### config.mk
export PLATFORM = sky130hd
export DESIGN_NAME = recorder_serial_link
export DESIGN_NICKNAME = d
export VERILOG_FILES = /design/src/recorder_serial_link_pkg.sv /design/src/recorder_serial_link.sv
export SDC_FILE = /design/constraint.sdc
export NUM_CORES = 1
export LEC_CHECK = 0
export BUFFER_PORTS_ARGS = -buffer_cell sky130_fd_sc_hd__buf_2
export CAP_MARGIN = 20
export CORE_MARGIN = 4
export CORE_UTILIZATION = 42
export CTS_CLUSTER_SIZE = 20
export DETAILED_ROUTE_END_ITERATION = 8
export PLACE_DENSITY = 0.74
export SLEW_MARGIN = 20
export SYNTH_ARGS = -nofsm -noshare
export SYNTH_HDL_FRONTEND = slang
export SYNTH_SLANG_ARGS = --single-unit
### constraint.sdc
create_clock -name CLOCK -period 5.85 [get_ports CLOCK]
set_clock_uncertainty 0.05 [all_clocks]
set_input_delay 1.17 -clock CLOCK [delete_from_list [all_inputs] [get_ports CLOCK]]
set_output_delay 1.17 -clock CLOCK [all_outputs]
set_load 0.01 [all_outputs]
### src/recorder_serial_link_pkg.sv
package recorder_serial_link_pkg;

    // Clock and link timing
    localparam int CLOCK_HZ = 40_000_000;
    localparam int BAUD_RATE = 38_400;
    localparam int BAUD_DIV_INT = (CLOCK_HZ + BAUD_RATE / 2) / BAUD_RATE;
    localparam logic [10:0] BAUD_DIV = BAUD_DIV_INT[10:0];
    localparam logic [10:0] HALF_BIT = BAUD_DIV_INT[11:1];
    localparam logic [2:0] LAST_DATA_BIT = 3'h7;

    // Register byte offsets
    localparam logic [5:0] OFS_TX_DATA = 6'h00;
    localparam logic [5:0] OFS_RX_DATA = 6'h04;
    localparam logic [5:0] OFS_CONTROL = 6'h08;
    localparam logic [5:0] OFS_STATUS = 6'h0c;
    localparam logic [5:0] OFS_IRQ_STATUS = 6'h10;
    localparam logic [5:0] OFS_IRQ_MASK = 6'h14;

    // Event bit positions in interrupt status and mask
    localparam int EV_TX_DONE = 0;
    localparam int EV_RX_BYTE = 1;
    localparam int EV_READY = 2;
    localparam int EV_FAN_CHANGE = 3;
    localparam int EV_FRAME_ERR = 4;
    localparam int EV_WIDTH = 5;

    // Status bit positions
    localparam int ST_TX_BUSY = 0;
    localparam int ST_TX_FULL = 1;
    localparam int ST_CTS = 2;
    localparam int ST_READY = 3;
    localparam int ST_FAN_RUNNING = 4;
    localparam int ST_RX_VALID = 5;
    localparam int RX_VALID_BIT = 8;

    // AXI responses
    localparam logic [1:0] RESP_OKAY = 2'h0;
    localparam logic [1:0] RESP_SLVERR = 2'h2;

    // Control register layout, bit 2 downward
    typedef struct packed {
        logic rts_enable;
        logic fan_on;
        logic recorder_reset;
    } ctrl_t;
    localparam ctrl_t CTRL_RESET = '{rts_enable: 1'b0, fan_on: 1'b0, recorder_reset: 1'b0};
    localparam logic [EV_WIDTH-1:0] MASK_RESET = 5'h00;

    typedef enum logic [1:0] {TX_IDLE, TX_START, TX_DATA, TX_STOP} tx_state_t;
    typedef enum logic [1:0] {RX_IDLE, RX_START, RX_DATA, RX_STOP} rx_state_t;

endpackage

### src/recorder_serial_link.sv
`timescale 1ns/100ps
module recorder_serial_link
    import recorder_serial_link_pkg::*;
(
    // Clock and reset
    input wire logic CLOCK,
    input wire logic SYS_RST,
    // AXI4-Lite write address and data
    input wire logic [5:0] AWADDR,
    input wire logic AWVALID,
    output logic AWREADY,
    input wire logic [31:0] WDATA,
    input wire logic [3:0] WSTRB,
    input wire logic WVALID,
    output logic WREADY,
    // AXI4-Lite write response
    output logic [1:0] BRESP,
    output logic BVALID,
    input wire logic BREADY,
    // AXI4-Lite read
    input wire logic [5:0] ARADDR,
    input wire logic ARVALID,
    output logic ARREADY,
    output logic [31:0] RDATA,
    output logic [1:0] RRESP,
    output logic RVALID,
    input wire logic RREADY,
    // Recorder serial link
    output logic TXD,
    input wire logic RXD,
    output logic RTS_N,
    input wire logic CTS_N,
    input wire logic RECORDER_READY_IRQ_N,
    output logic RECORDER_RESET_N,
    // Fan
    output logic FAN_ON,
    input wire logic FAN_STATUS,
    // Interrupt
    output logic IRQ
);

    // Pin synchronisers: rxd, cts, ready, fan
    logic [3:0] sync_meta;
    logic [3:0] sync_pins;
    logic rxd_s;
    logic cts_ok;
    logic ready_ok;
    logic fan_running;
    logic ready_prev;
    logic fan_prev;

    // Registers
    ctrl_t ctrl;
    logic [EV_WIDTH-1:0] irq_status;
    logic [EV_WIDTH-1:0] irq_mask;
    logic [7:0] tx_hold;
    logic tx_full;
    logic [7:0] rx_data;
    logic rx_valid;

    // Bus state
    logic [5:0] aw_addr;
    logic aw_held;
    logic [31:0] w_data;
    logic [3:0] w_strb;
    logic w_held;

    // Transmitter
    tx_state_t tx_state;
    logic [10:0] tx_cnt;
    logic [2:0] tx_bit;
    logic [7:0] tx_shift;

    // Receiver
    rx_state_t rx_state;
    logic [10:0] rx_cnt;
    logic [2:0] rx_bit;
    logic [7:0] rx_shift;

    always_ff @(posedge CLOCK or posedge SYS_RST) begin
        if (SYS_RST) begin
            sync_meta <= 4'hf;
            sync_pins <= 4'hf;
        end else begin
            sync_meta <= {FAN_STATUS, RECORDER_READY_IRQ_N, CTS_N, RXD};
            sync_pins <= sync_meta;
        end
    end

    // Synchronised pin views
    assign rxd_s = sync_pins[0];
    assign cts_ok = ~sync_pins[1];
    assign ready_ok = ~sync_pins[2];
    assign fan_running = sync_pins[3];

    // Write decode: performed once address and data are both held
    logic do_write;
    logic wr_lane0;
    logic wr_tx;
    logic wr_ctrl;
    logic wr_irq_status;
    logic wr_irq_mask;
    logic wr_hit;
    assign do_write = aw_held && w_held && !BVALID;
    assign wr_lane0 = do_write && w_strb[0];
    assign wr_tx = wr_lane0 && (aw_addr == OFS_TX_DATA);
    assign wr_ctrl = wr_lane0 && (aw_addr == OFS_CONTROL);
    assign wr_irq_status = wr_lane0 && (aw_addr == OFS_IRQ_STATUS);
    assign wr_irq_mask = wr_lane0 && (aw_addr == OFS_IRQ_MASK);
    assign wr_hit = (aw_addr == OFS_TX_DATA) || (aw_addr == OFS_RX_DATA)
                 || (aw_addr == OFS_CONTROL) || (aw_addr == OFS_STATUS)
                 || (aw_addr == OFS_IRQ_STATUS) || (aw_addr == OFS_IRQ_MASK);

    // Read decode
    logic do_read;
    logic rd_rx;
    logic [31:0] rd_word;
    logic rd_hit;
    logic [7:0] status_byte;
    assign do_read = ARVALID && ARREADY;
    assign rd_rx = do_read && (ARADDR == OFS_RX_DATA);
    assign status_byte = {2'h0, rx_valid, fan_running, ready_ok, cts_ok, tx_full,
                          tx_state != TX_IDLE};

    // Read data selection
    always_comb begin
        rd_word = 32'h0000_0000;
        rd_hit = 1'b1;
        if (ARADDR == OFS_TX_DATA) begin
            rd_word = {24'h00_0000, tx_hold};
        end else if (ARADDR == OFS_RX_DATA) begin
            rd_word = {23'h00_0000, rx_valid, rx_data};
        end else if (ARADDR == OFS_CONTROL) begin
            rd_word = {29'h0000_0000, ctrl};
        end else if (ARADDR == OFS_STATUS) begin
            rd_word = {24'h00_0000, status_byte}; // Fan status readable
        end else if (ARADDR == OFS_IRQ_STATUS) begin
            rd_word = {27'h000_0000, irq_status};
        end else if (ARADDR == OFS_IRQ_MASK) begin
            rd_word = {27'h000_0000, irq_mask};
        end else begin
            rd_hit = 1'b0;
        end
    end

    // Write channel handshakes and response
    always_ff @(posedge CLOCK or posedge SYS_RST) begin
        if (SYS_RST) begin
            AWREADY <= 1'b1;
            WREADY <= 1'b1;
            aw_held <= 1'b0;
            w_held <= 1'b0;
            aw_addr <= 6'h00;
            w_data <= 32'h0000_0000;
            w_strb <= 4'h0;
            BVALID <= 1'b0;
            BRESP <= RESP_OKAY;
        end else begin
            if (AWVALID && AWREADY) begin
                aw_addr <= AWADDR;
                aw_held <= 1'b1;
                AWREADY <= 1'b0;
            end
            if (WVALID && WREADY) begin
                w_data <= WDATA;
                w_strb <= WSTRB;
                w_held <= 1'b1;
                WREADY <= 1'b0;
            end
            if (do_write) begin
                BVALID <= 1'b1;
                BRESP <= wr_hit ? RESP_OKAY : RESP_SLVERR;
                aw_held <= 1'b0;
                w_held <= 1'b0;
            end
            if (BVALID && BREADY) begin
                BVALID <= 1'b0;
                AWREADY <= 1'b1;
                WREADY <= 1'b1;
            end
        end
    end

    // Read channel: one cycle from address to data
    always_ff @(posedge CLOCK or posedge SYS_RST) begin
        if (SYS_RST) begin
            ARREADY <= 1'b1;
            RVALID <= 1'b0;
            RDATA <= 32'h0000_0000;
            RRESP <= RESP_OKAY;
        end else if (do_read) begin
            ARREADY <= 1'b0;
            RVALID <= 1'b1;
            RDATA <= rd_word;
            RRESP <= rd_hit ? RESP_OKAY : RESP_SLVERR;
        end else if (RVALID && RREADY) begin
            RVALID <= 1'b0;
            ARREADY <= 1'b1;
        end
    end

    // Control and mask registers
    always_ff @(posedge CLOCK or posedge SYS_RST) begin
        if (SYS_RST) begin
            ctrl <= CTRL_RESET;
            irq_mask <= MASK_RESET;
        end else begin
            if (wr_ctrl) begin
                ctrl <= ctrl_t'(w_data[2:0]);
            end
            if (wr_irq_mask) begin
                irq_mask <= w_data[EV_WIDTH-1:0];
            end
        end
    end

    // Pin drivers straight from flops
    always_ff @(posedge CLOCK or posedge SYS_RST) begin
        if (SYS_RST) begin
            RECORDER_RESET_N <= 1'b1;
            FAN_ON <= 1'b0;
            RTS_N <= 1'b1;
            IRQ <= 1'b0;
        end else begin
            RECORDER_RESET_N <= ~ctrl.recorder_reset; // Low only while asserted
            FAN_ON <= ctrl.fan_on; // Fan switch
            RTS_N <= ~(ctrl.rts_enable && !rx_valid);
            IRQ <= |(irq_status & irq_mask);
        end
    end

    // Event sources; the set wins over a write-one clear
    logic tx_start;
    logic tx_done;
    logic rx_byte;
    logic rx_err;
    logic [EV_WIDTH-1:0] events;
    assign events = {rx_err, fan_running ^ fan_prev, ready_ok && ready_prev, rx_byte, tx_done};

    always_ff @(posedge CLOCK or posedge SYS_RST) begin
        if (SYS_RST) begin
            irq_status <= 5'h00;
            ready_prev <= 1'b0;
            fan_prev <= 1'b1;
        end else begin
            ready_prev <= ~ready_ok; // Ready falling edge interrupt
            fan_prev <= fan_running;
            irq_status <= (irq_status & ~(wr_irq_status ? w_data[EV_WIDTH-1:0] : 5'h00))
                        | events;
        end
    end

    // Holding register: a write while full is dropped
    // Start needs clear-to-send and ready both asserted
    assign tx_start = (tx_state == TX_IDLE) && tx_full && cts_ok && ready_ok;
    assign tx_done = (tx_state == TX_STOP) && (tx_cnt == 11'h000);

    always_ff @(posedge CLOCK or posedge SYS_RST) begin
        if (SYS_RST) begin
            tx_hold <= 8'h00;
            tx_full <= 1'b0;
        end else if (wr_tx && !tx_full) begin
            tx_hold <= w_data[7:0];
            tx_full <= 1'b1;
        end else if (tx_start) begin
            tx_full <= 1'b0;
        end
    end

    // Transmitter: start, 8 data LSB first, one stop, no parity
    always_ff @(posedge CLOCK or posedge SYS_RST) begin
        if (SYS_RST) begin
            tx_state <= TX_IDLE;
            tx_cnt <= 11'h000;
            tx_bit <= 3'h0;
            tx_shift <= 8'h00;
            TXD <= 1'b1;
        end else begin
            tx_cnt <= (tx_cnt == 11'h000) ? 11'h000 : tx_cnt - 11'h001;
            case (tx_state)
                TX_IDLE: begin
                    TXD <= 1'b1;
                    if (tx_start) begin
                        tx_shift <= tx_hold;
                        tx_cnt <= BAUD_DIV - 11'h001; // Bit time at 38.4 kbaud
                        TXD <= 1'b0;
                        tx_state <= TX_START;
                    end
                end
                TX_START: begin
                    if (tx_cnt == 11'h000) begin
                        TXD <= tx_shift[0];
                        tx_shift <= {1'b0, tx_shift[7:1]};
                        tx_bit <= 3'h0;
                        tx_cnt <= BAUD_DIV - 11'h001;
                        tx_state <= TX_DATA;
                    end
                end
                TX_DATA: begin
                    if (tx_cnt == 11'h000) begin
                        tx_cnt <= BAUD_DIV - 11'h001;
                        if (tx_bit == LAST_DATA_BIT) begin
                            TXD <= 1'b1;
                            tx_state <= TX_STOP;
                        end else begin
                            TXD <= tx_shift[0];
                            tx_shift <= {1'b0, tx_shift[7:1]};
                            tx_bit <= tx_bit + 3'h1;
                        end
                    end
                end
                TX_STOP: begin
                    if (tx_cnt == 11'h000) begin
                        tx_state <= TX_IDLE;
                    end
                end
                default: tx_state <= TX_IDLE;
            endcase
        end
    end

    // Receiver: centre sampling, stop must be high
    assign rx_byte = (rx_state == RX_STOP) && (rx_cnt == 11'h000) && rxd_s;
    assign rx_err = (rx_state == RX_STOP) && (rx_cnt == 11'h000) && !rxd_s;

    always_ff @(posedge CLOCK or posedge SYS_RST) begin
        if (SYS_RST) begin
            rx_state <= RX_IDLE;
            rx_cnt <= 11'h000;
            rx_bit <= 3'h0;
            rx_shift <= 8'h00;
        end else begin
            rx_cnt <= (rx_cnt == 11'h000) ? 11'h000 : rx_cnt - 11'h001;
            case (rx_state)
                RX_IDLE: begin
                    if (!rxd_s) begin
                        rx_cnt <= HALF_BIT - 11'h001;
                        rx_state <= RX_START;
                    end
                end
                RX_START: begin
                    if (rx_cnt == 11'h000) begin
                        rx_cnt <= BAUD_DIV - 11'h001;
                        rx_bit <= 3'h0;
                        rx_state <= rxd_s ? RX_IDLE : RX_DATA; // Glitch rejected
                    end
                end
                RX_DATA: begin
                    if (rx_cnt == 11'h000) begin
                        rx_shift <= {rxd_s, rx_shift[7:1]};
                        rx_cnt <= BAUD_DIV - 11'h001;
                        rx_bit <= rx_bit + 3'h1;
                        if (rx_bit == LAST_DATA_BIT) begin
                            rx_state <= RX_STOP;
                        end
                    end
                end
                RX_STOP: begin
                    if (rx_cnt == 11'h000) begin
                        rx_state <= RX_IDLE;
                    end
                end
                default: rx_state <= RX_IDLE;
            endcase
        end
    end

    // Received byte; a new byte wins over the clearing read
    always_ff @(posedge CLOCK or posedge SYS_RST) begin
        if (SYS_RST) begin
            rx_data <= 8'h00;
            rx_valid <= 1'b0;
        end else if (rx_byte) begin
            rx_data <= rx_shift;
            rx_valid <= 1'b1;
        end else if (rd_rx) begin
            rx_valid <= 1'b0;
        end
    end

endmodule

# After elaboration in Yosys (flattened, before gate mapping)
# Index checks and enable logic that the tools add are counted.
# W data, S select, Z words.
totals:
  regBits: 152
  latch_bits: 0
  ram_bits: 0
  mem_bits_ro: 0
  in_bits: 59
  output_inout_bits: 46
  wordCells: 212
  memories: 0
op_classes:
  n_addsub: 4
  multipliers: 0
  n_div: 0
  n_lt_le_gt_ge: 0
  n_eq_ne: 29
  shifts: 0
  n_mux: 71
  bitwise_logic: 9
  reduce_logical: 60
op_table:
  columns: ["op", "count"]
  rows:
  - ["$mux W11", 6]
  - ["$pmux W11 S2", 2]
  - ["$mux W8", 4]
  - ["$mux W1", 28]
  - ["$mux W2", 13]
  - ["$eq A6 B4 Y1 const B", 4]
  - ["$eq A6 B5 Y1 const B", 4]
  - ["$pmux W8 S3", 1]
  - ["$logic_and A1 B1 Y1", 23]
  - ["$logic_not A11 Y1", 2]
  - ["$reduce_bool A2 Y1", 11]
  - ["$sub A11 B1 Y11 const B", 2]
  - ["$mux W9", 2]
  - ["$ne A2 B2 Y1 const B", 9]
  - ["$pmux W2 S4", 2]
  - ["$mux W3", 5]
  - ["$mux W5", 3]
  - ["$reduce_and A5 Y1", 3]
  - ["$eq A6 B3 Y1 const B", 2]
  - ["$logic_not A6 Y1", 2]
  - ["$mux W6", 2]
  - ["$pmux W3 S2", 2]
  - ["$and A5 B5 Y5", 2]
  - ["$eq A2 B2 Y1 const B", 4]
  - ["other kinds (18)", 35]

# Depth between registers and ports, before layout
logic_depth:
  word_depth: 8
  mapped_depth: 8
  ltp_nobuf: 6

# Worst setup path after synthesis
# OpenSTA, ideal clock, no wires.
synth_path:
  kind: "in2reg"
  from: "input ARADDR[2]"
  to: "register RDATA[0]"
  setup_time_ns: 0.094
  t_arrival_ns: 2.495
  t_required_ns: 5.706
  slack_ns: 3.211
  path_stages: 5
  path_buffers: 1
  path_cell_list: "clkbuf_1 nor4b_2 nor3b_2 a221oi_1 a211oi_1"
synth_between:
  elab_chain_len: 7
  word_cells_on_any_way: 12
  cone_classes: "eq/ne (5); mux (6); reduce/logical (1)"
synth_lines:
  columns: ["element", "line", "text"]
  rows:
  - ["from (decl)", "recorder_serial_link.sv:21", "input wire logic [5:0] ARADDR,"]
  - ["$eq A6 B5 Y1", "recorder_serial_link.sv:139", "end else if (ARADDR == OFS_IRQ_MASK) begin"]
  - ["$mux W5", "recorder_serial_link.sv:139", null]
  - ["$mux W5", "recorder_serial_link.sv:137", "end else if (ARADDR == OFS_IRQ_STATUS) begin"]
  - ["$mux W6", "recorder_serial_link.sv:135", "end else if (ARADDR == OFS_STATUS) begin"]
  - ["$mux W6", "recorder_serial_link.sv:133", "end else if (ARADDR == OFS_CONTROL) begin"]
  - ["$mux W9", "recorder_serial_link.sv:131", "end else if (ARADDR == OFS_RX_DATA) begin"]
  - ["$mux W9 (*)", "recorder_serial_link.sv:129", "if (ARADDR == OFS_TX_DATA) begin"]
  - ["to (signal assigned)", "recorder_serial_link.sv:194", "RDATA <= rd_word;"]
  - ["to (decl)", "recorder_serial_link.sv:24", "output logic [31:0] RDATA,"]
# Mark *: on every way between the ends. The rest lies on a longest branch, timed or not.
# A chain may end at the register's enable or synchronous reset.

# Worst setup path after layout
layout_path:
  from: "input ARADDR[1]"
  to: "register RDATA[0]"
# Same word-level chain as after synthesis.

==> reports/qor.yml <==
status: "finished, final reports clean"
power.total_mw: 3.23
drive_gt1_frac: 0.246
ys.flop_type: "dfrtp_1"
cts-root-buf: "clkbuf_16"
fp.dieArea_um2: 16700
routedWlPerCell_um: 16.0
netlist_instances: 531
arrival_ns: 2.86
grt_pass1_vias: 4232
drtIter0Drc: 315
met3_length_um: 734
die_x_um: 129
dp_slack_ns: 2.90
core-area_um2: 14500
worstMarginPinSlew_ns: 0.759
via_count: 4160
clk_latency_ns: 0.42
layout_min_cycle_time_ns: 2.58
antenna_found_initial: 0
grt_max_degree: 89
final_hold_viol_count: 0
finalSetupViolations: 0
cts.repair.resized: 0
crit_fanout: 9
wl_um: 12500
peakVddDrop_mv: 0.394
fillers: 1261
synth_area_leader_cell: "dfrtp_1"
syn2layout_area_growth_pct: 15.2
cp-start-kind: "input port"
hpwl_um: 8960
initial_core_util: 0.426
grt_pass1_wl_um: 21100
final_max_slew_viol_count: 0
rsz0062_at_grt: "false"
worstPathRequired_ns: 6.12
place.gp.congestion: 0.847
die_h_um: 129
p_per_area_nw_per_um2: 454
highest_layer: "met4"
yosysSeqAreaShare: 0.518
netlist_area_um2: 6170
dr.pass1.iters: 4
fin_crit_sh: 0.442
cts_buffer_depth: 2
drc_errors: 0
antennaDiodeCount: 0
relSlewSlack: 0.494
synth.top_cell.area_share: 0.454
synth_commonest_cells: "dfrtp_1, nor2_1, mux2_1"
dr_wl_met2_um: 5880
synthMostInstantiatedCell: "dfrtp_1"
finalNetCount: 666
postLayoutSetupSlackWorst_ns: 3.27
cts_tree: "yes"
fmax_mhz: 387
io_buffers: 52
synth-edff-count: 0
cts_buffers: 17
htree_levels: 4
yosysWarnings: 0
cts_setup_buffers: 0
maxCapViolations: 0
route.layer.met1.wl_um: 5620
criticalPathCategory: "in2reg"
grt-ovfl-total: 0
avgViaCountPerCell: 5.30
leakagePower_nw: 3.42
fin_tns_setup_ns: 0
cp-end-kind: "flip-flop"
ant_nets: 0
async_flop_share: 1.00
synth_cell_type_count: 64
syn_avg_cell_area_um2: 11.6
cts.clk_slew.worst_paths_ns: 0.06
holdCritPathClass: "reg2reg"
ys_seq_elements: 127
synthTopCellsByArea: "dfrtp_1, dfstp_2, mux2_1"
boundaryPins: 105
fp-row-count: 44
postCtsHoldBufs: 0
cts.sinks: 127
grt_usage: 0.161
worst paths after layout:
path | from | end | slack [ns] | depth (start not counted)
setup / recovery | ARADDR[1] | RDATA[0]$_DFFE_PP0P_ | 3.27 | 5
min in group asynchronous | SYS_RST | aw_addr[0]$_DFFE_PP0P_ | 0.85 | 2
setup reg to reg | tx_cnt[3]$_DFF_PP0_ | tx_shift[6]$_DFFE_PP0P_ | 3.46 | 4
hold / removal | sync_meta[1]$_DFF_PP1_ | sync_pins[1]$_DFF_PP1_ | 0.30 | 0
hold reg to reg | sync_meta[1]$_DFF_PP1_ | sync_pins[1]$_DFF_PP1_ | 0.30 | 0
max in group asynchronous | SYS_RST | RECORDER_RESET_N$_DFF_PP1_ | 3.88 | 3
registers in the layout, indices dropped and copies added, names as in the netlist, 2 cells and up, named ones only:
name,count
rx_cnt,11
rx_bit,3
sync_pins,4
rx_data,8
sync_meta,4
tx_bit,3
RDATA,9
tx_hold,8
tx_cnt,11
tx_state,2
w_data,8
ctrl,3
tx_shift,8
rx_shift,8
irq_status,5
irq_mask,5
aw_addr,6
per-stage QoR:
stage	area [um^2]	std cells	utilization	hold WS, ns
finish	7110	785	0.491	0.298
global route	7110	785	0.491	0.295
CTS	7110	785	0.491	0.301
detailed placement	6510	753	0.450	0.298
global placement	6510	753	0.450	0.296
floorplan	6260	555	-	0.295
routing by layer:
layer  GRT usage  vias up
met5           0        -
met4      0.0735        0
met3      0.0392       23
met2       0.250      126
met1       0.213     2050
li1            -     1961
worst max-delay path, cell delays in order:
cell and delay, ns:
buf_2 0.13, nor4b_2 0.57, nor3b_2 0.57, a221oi_1 0.18, a211oi_1 0.23
final cells by class:
| class | instances | area (um^2) | area share |
|---|---|---|---|
| flip-flops and latches | 127 | 3200 | 0.450 |
| clock inverters | 11 | 139 | 0.0195 |
| clock buffers | 21 | 460 | 0.0648 |
| multi-input cells | 366 | 2730 | 0.383 |
| repair buffers | 53 | 268 | 0.0377 |
| inverters | 23 | 91.3 | 0.0128 |
| well taps | 184 | 230 | 0.0324 |
cell usage in the layout, fill, tap and decap left out, types with 7 or more instances in the layout:
master,count
a21oi_1,9
a221oi_1,7
and3_1,14
buf_2,52
clkbuf_16,17
conb_1,25
dfrtp_1,112
dfstp_2,15
ha_1,19
inv_1,22
mux2_1,30
mux2_2,28
mux2_4,8
nand2_1,29
nand3_1,8
nor2_1,46
nor3_1,10
o21ai_0,20
xnor2_1,8
xor2_1,10
power breakdown:
part	switching [mW]	internal, mW	leakage (nW)
registers	0.191	1.10	1.60
logic	0.459	0.411	1.52
clock network	0.375	0.688	0.293
total	1.02	2.20	3.42
cells by family after synthesis:
group	Yosys count	share of synthesized area
compound gates	81	0.0896
flops	127	0.518
other cells	1	0.000607
xor+xnor	18	0.0255
mux	71	0.133
simple gates	152	0.139
buf+inv	62	0.0555
fa+ha+maj	19	0.0385
Note: power is estimated with default switching activity, not from simulation.
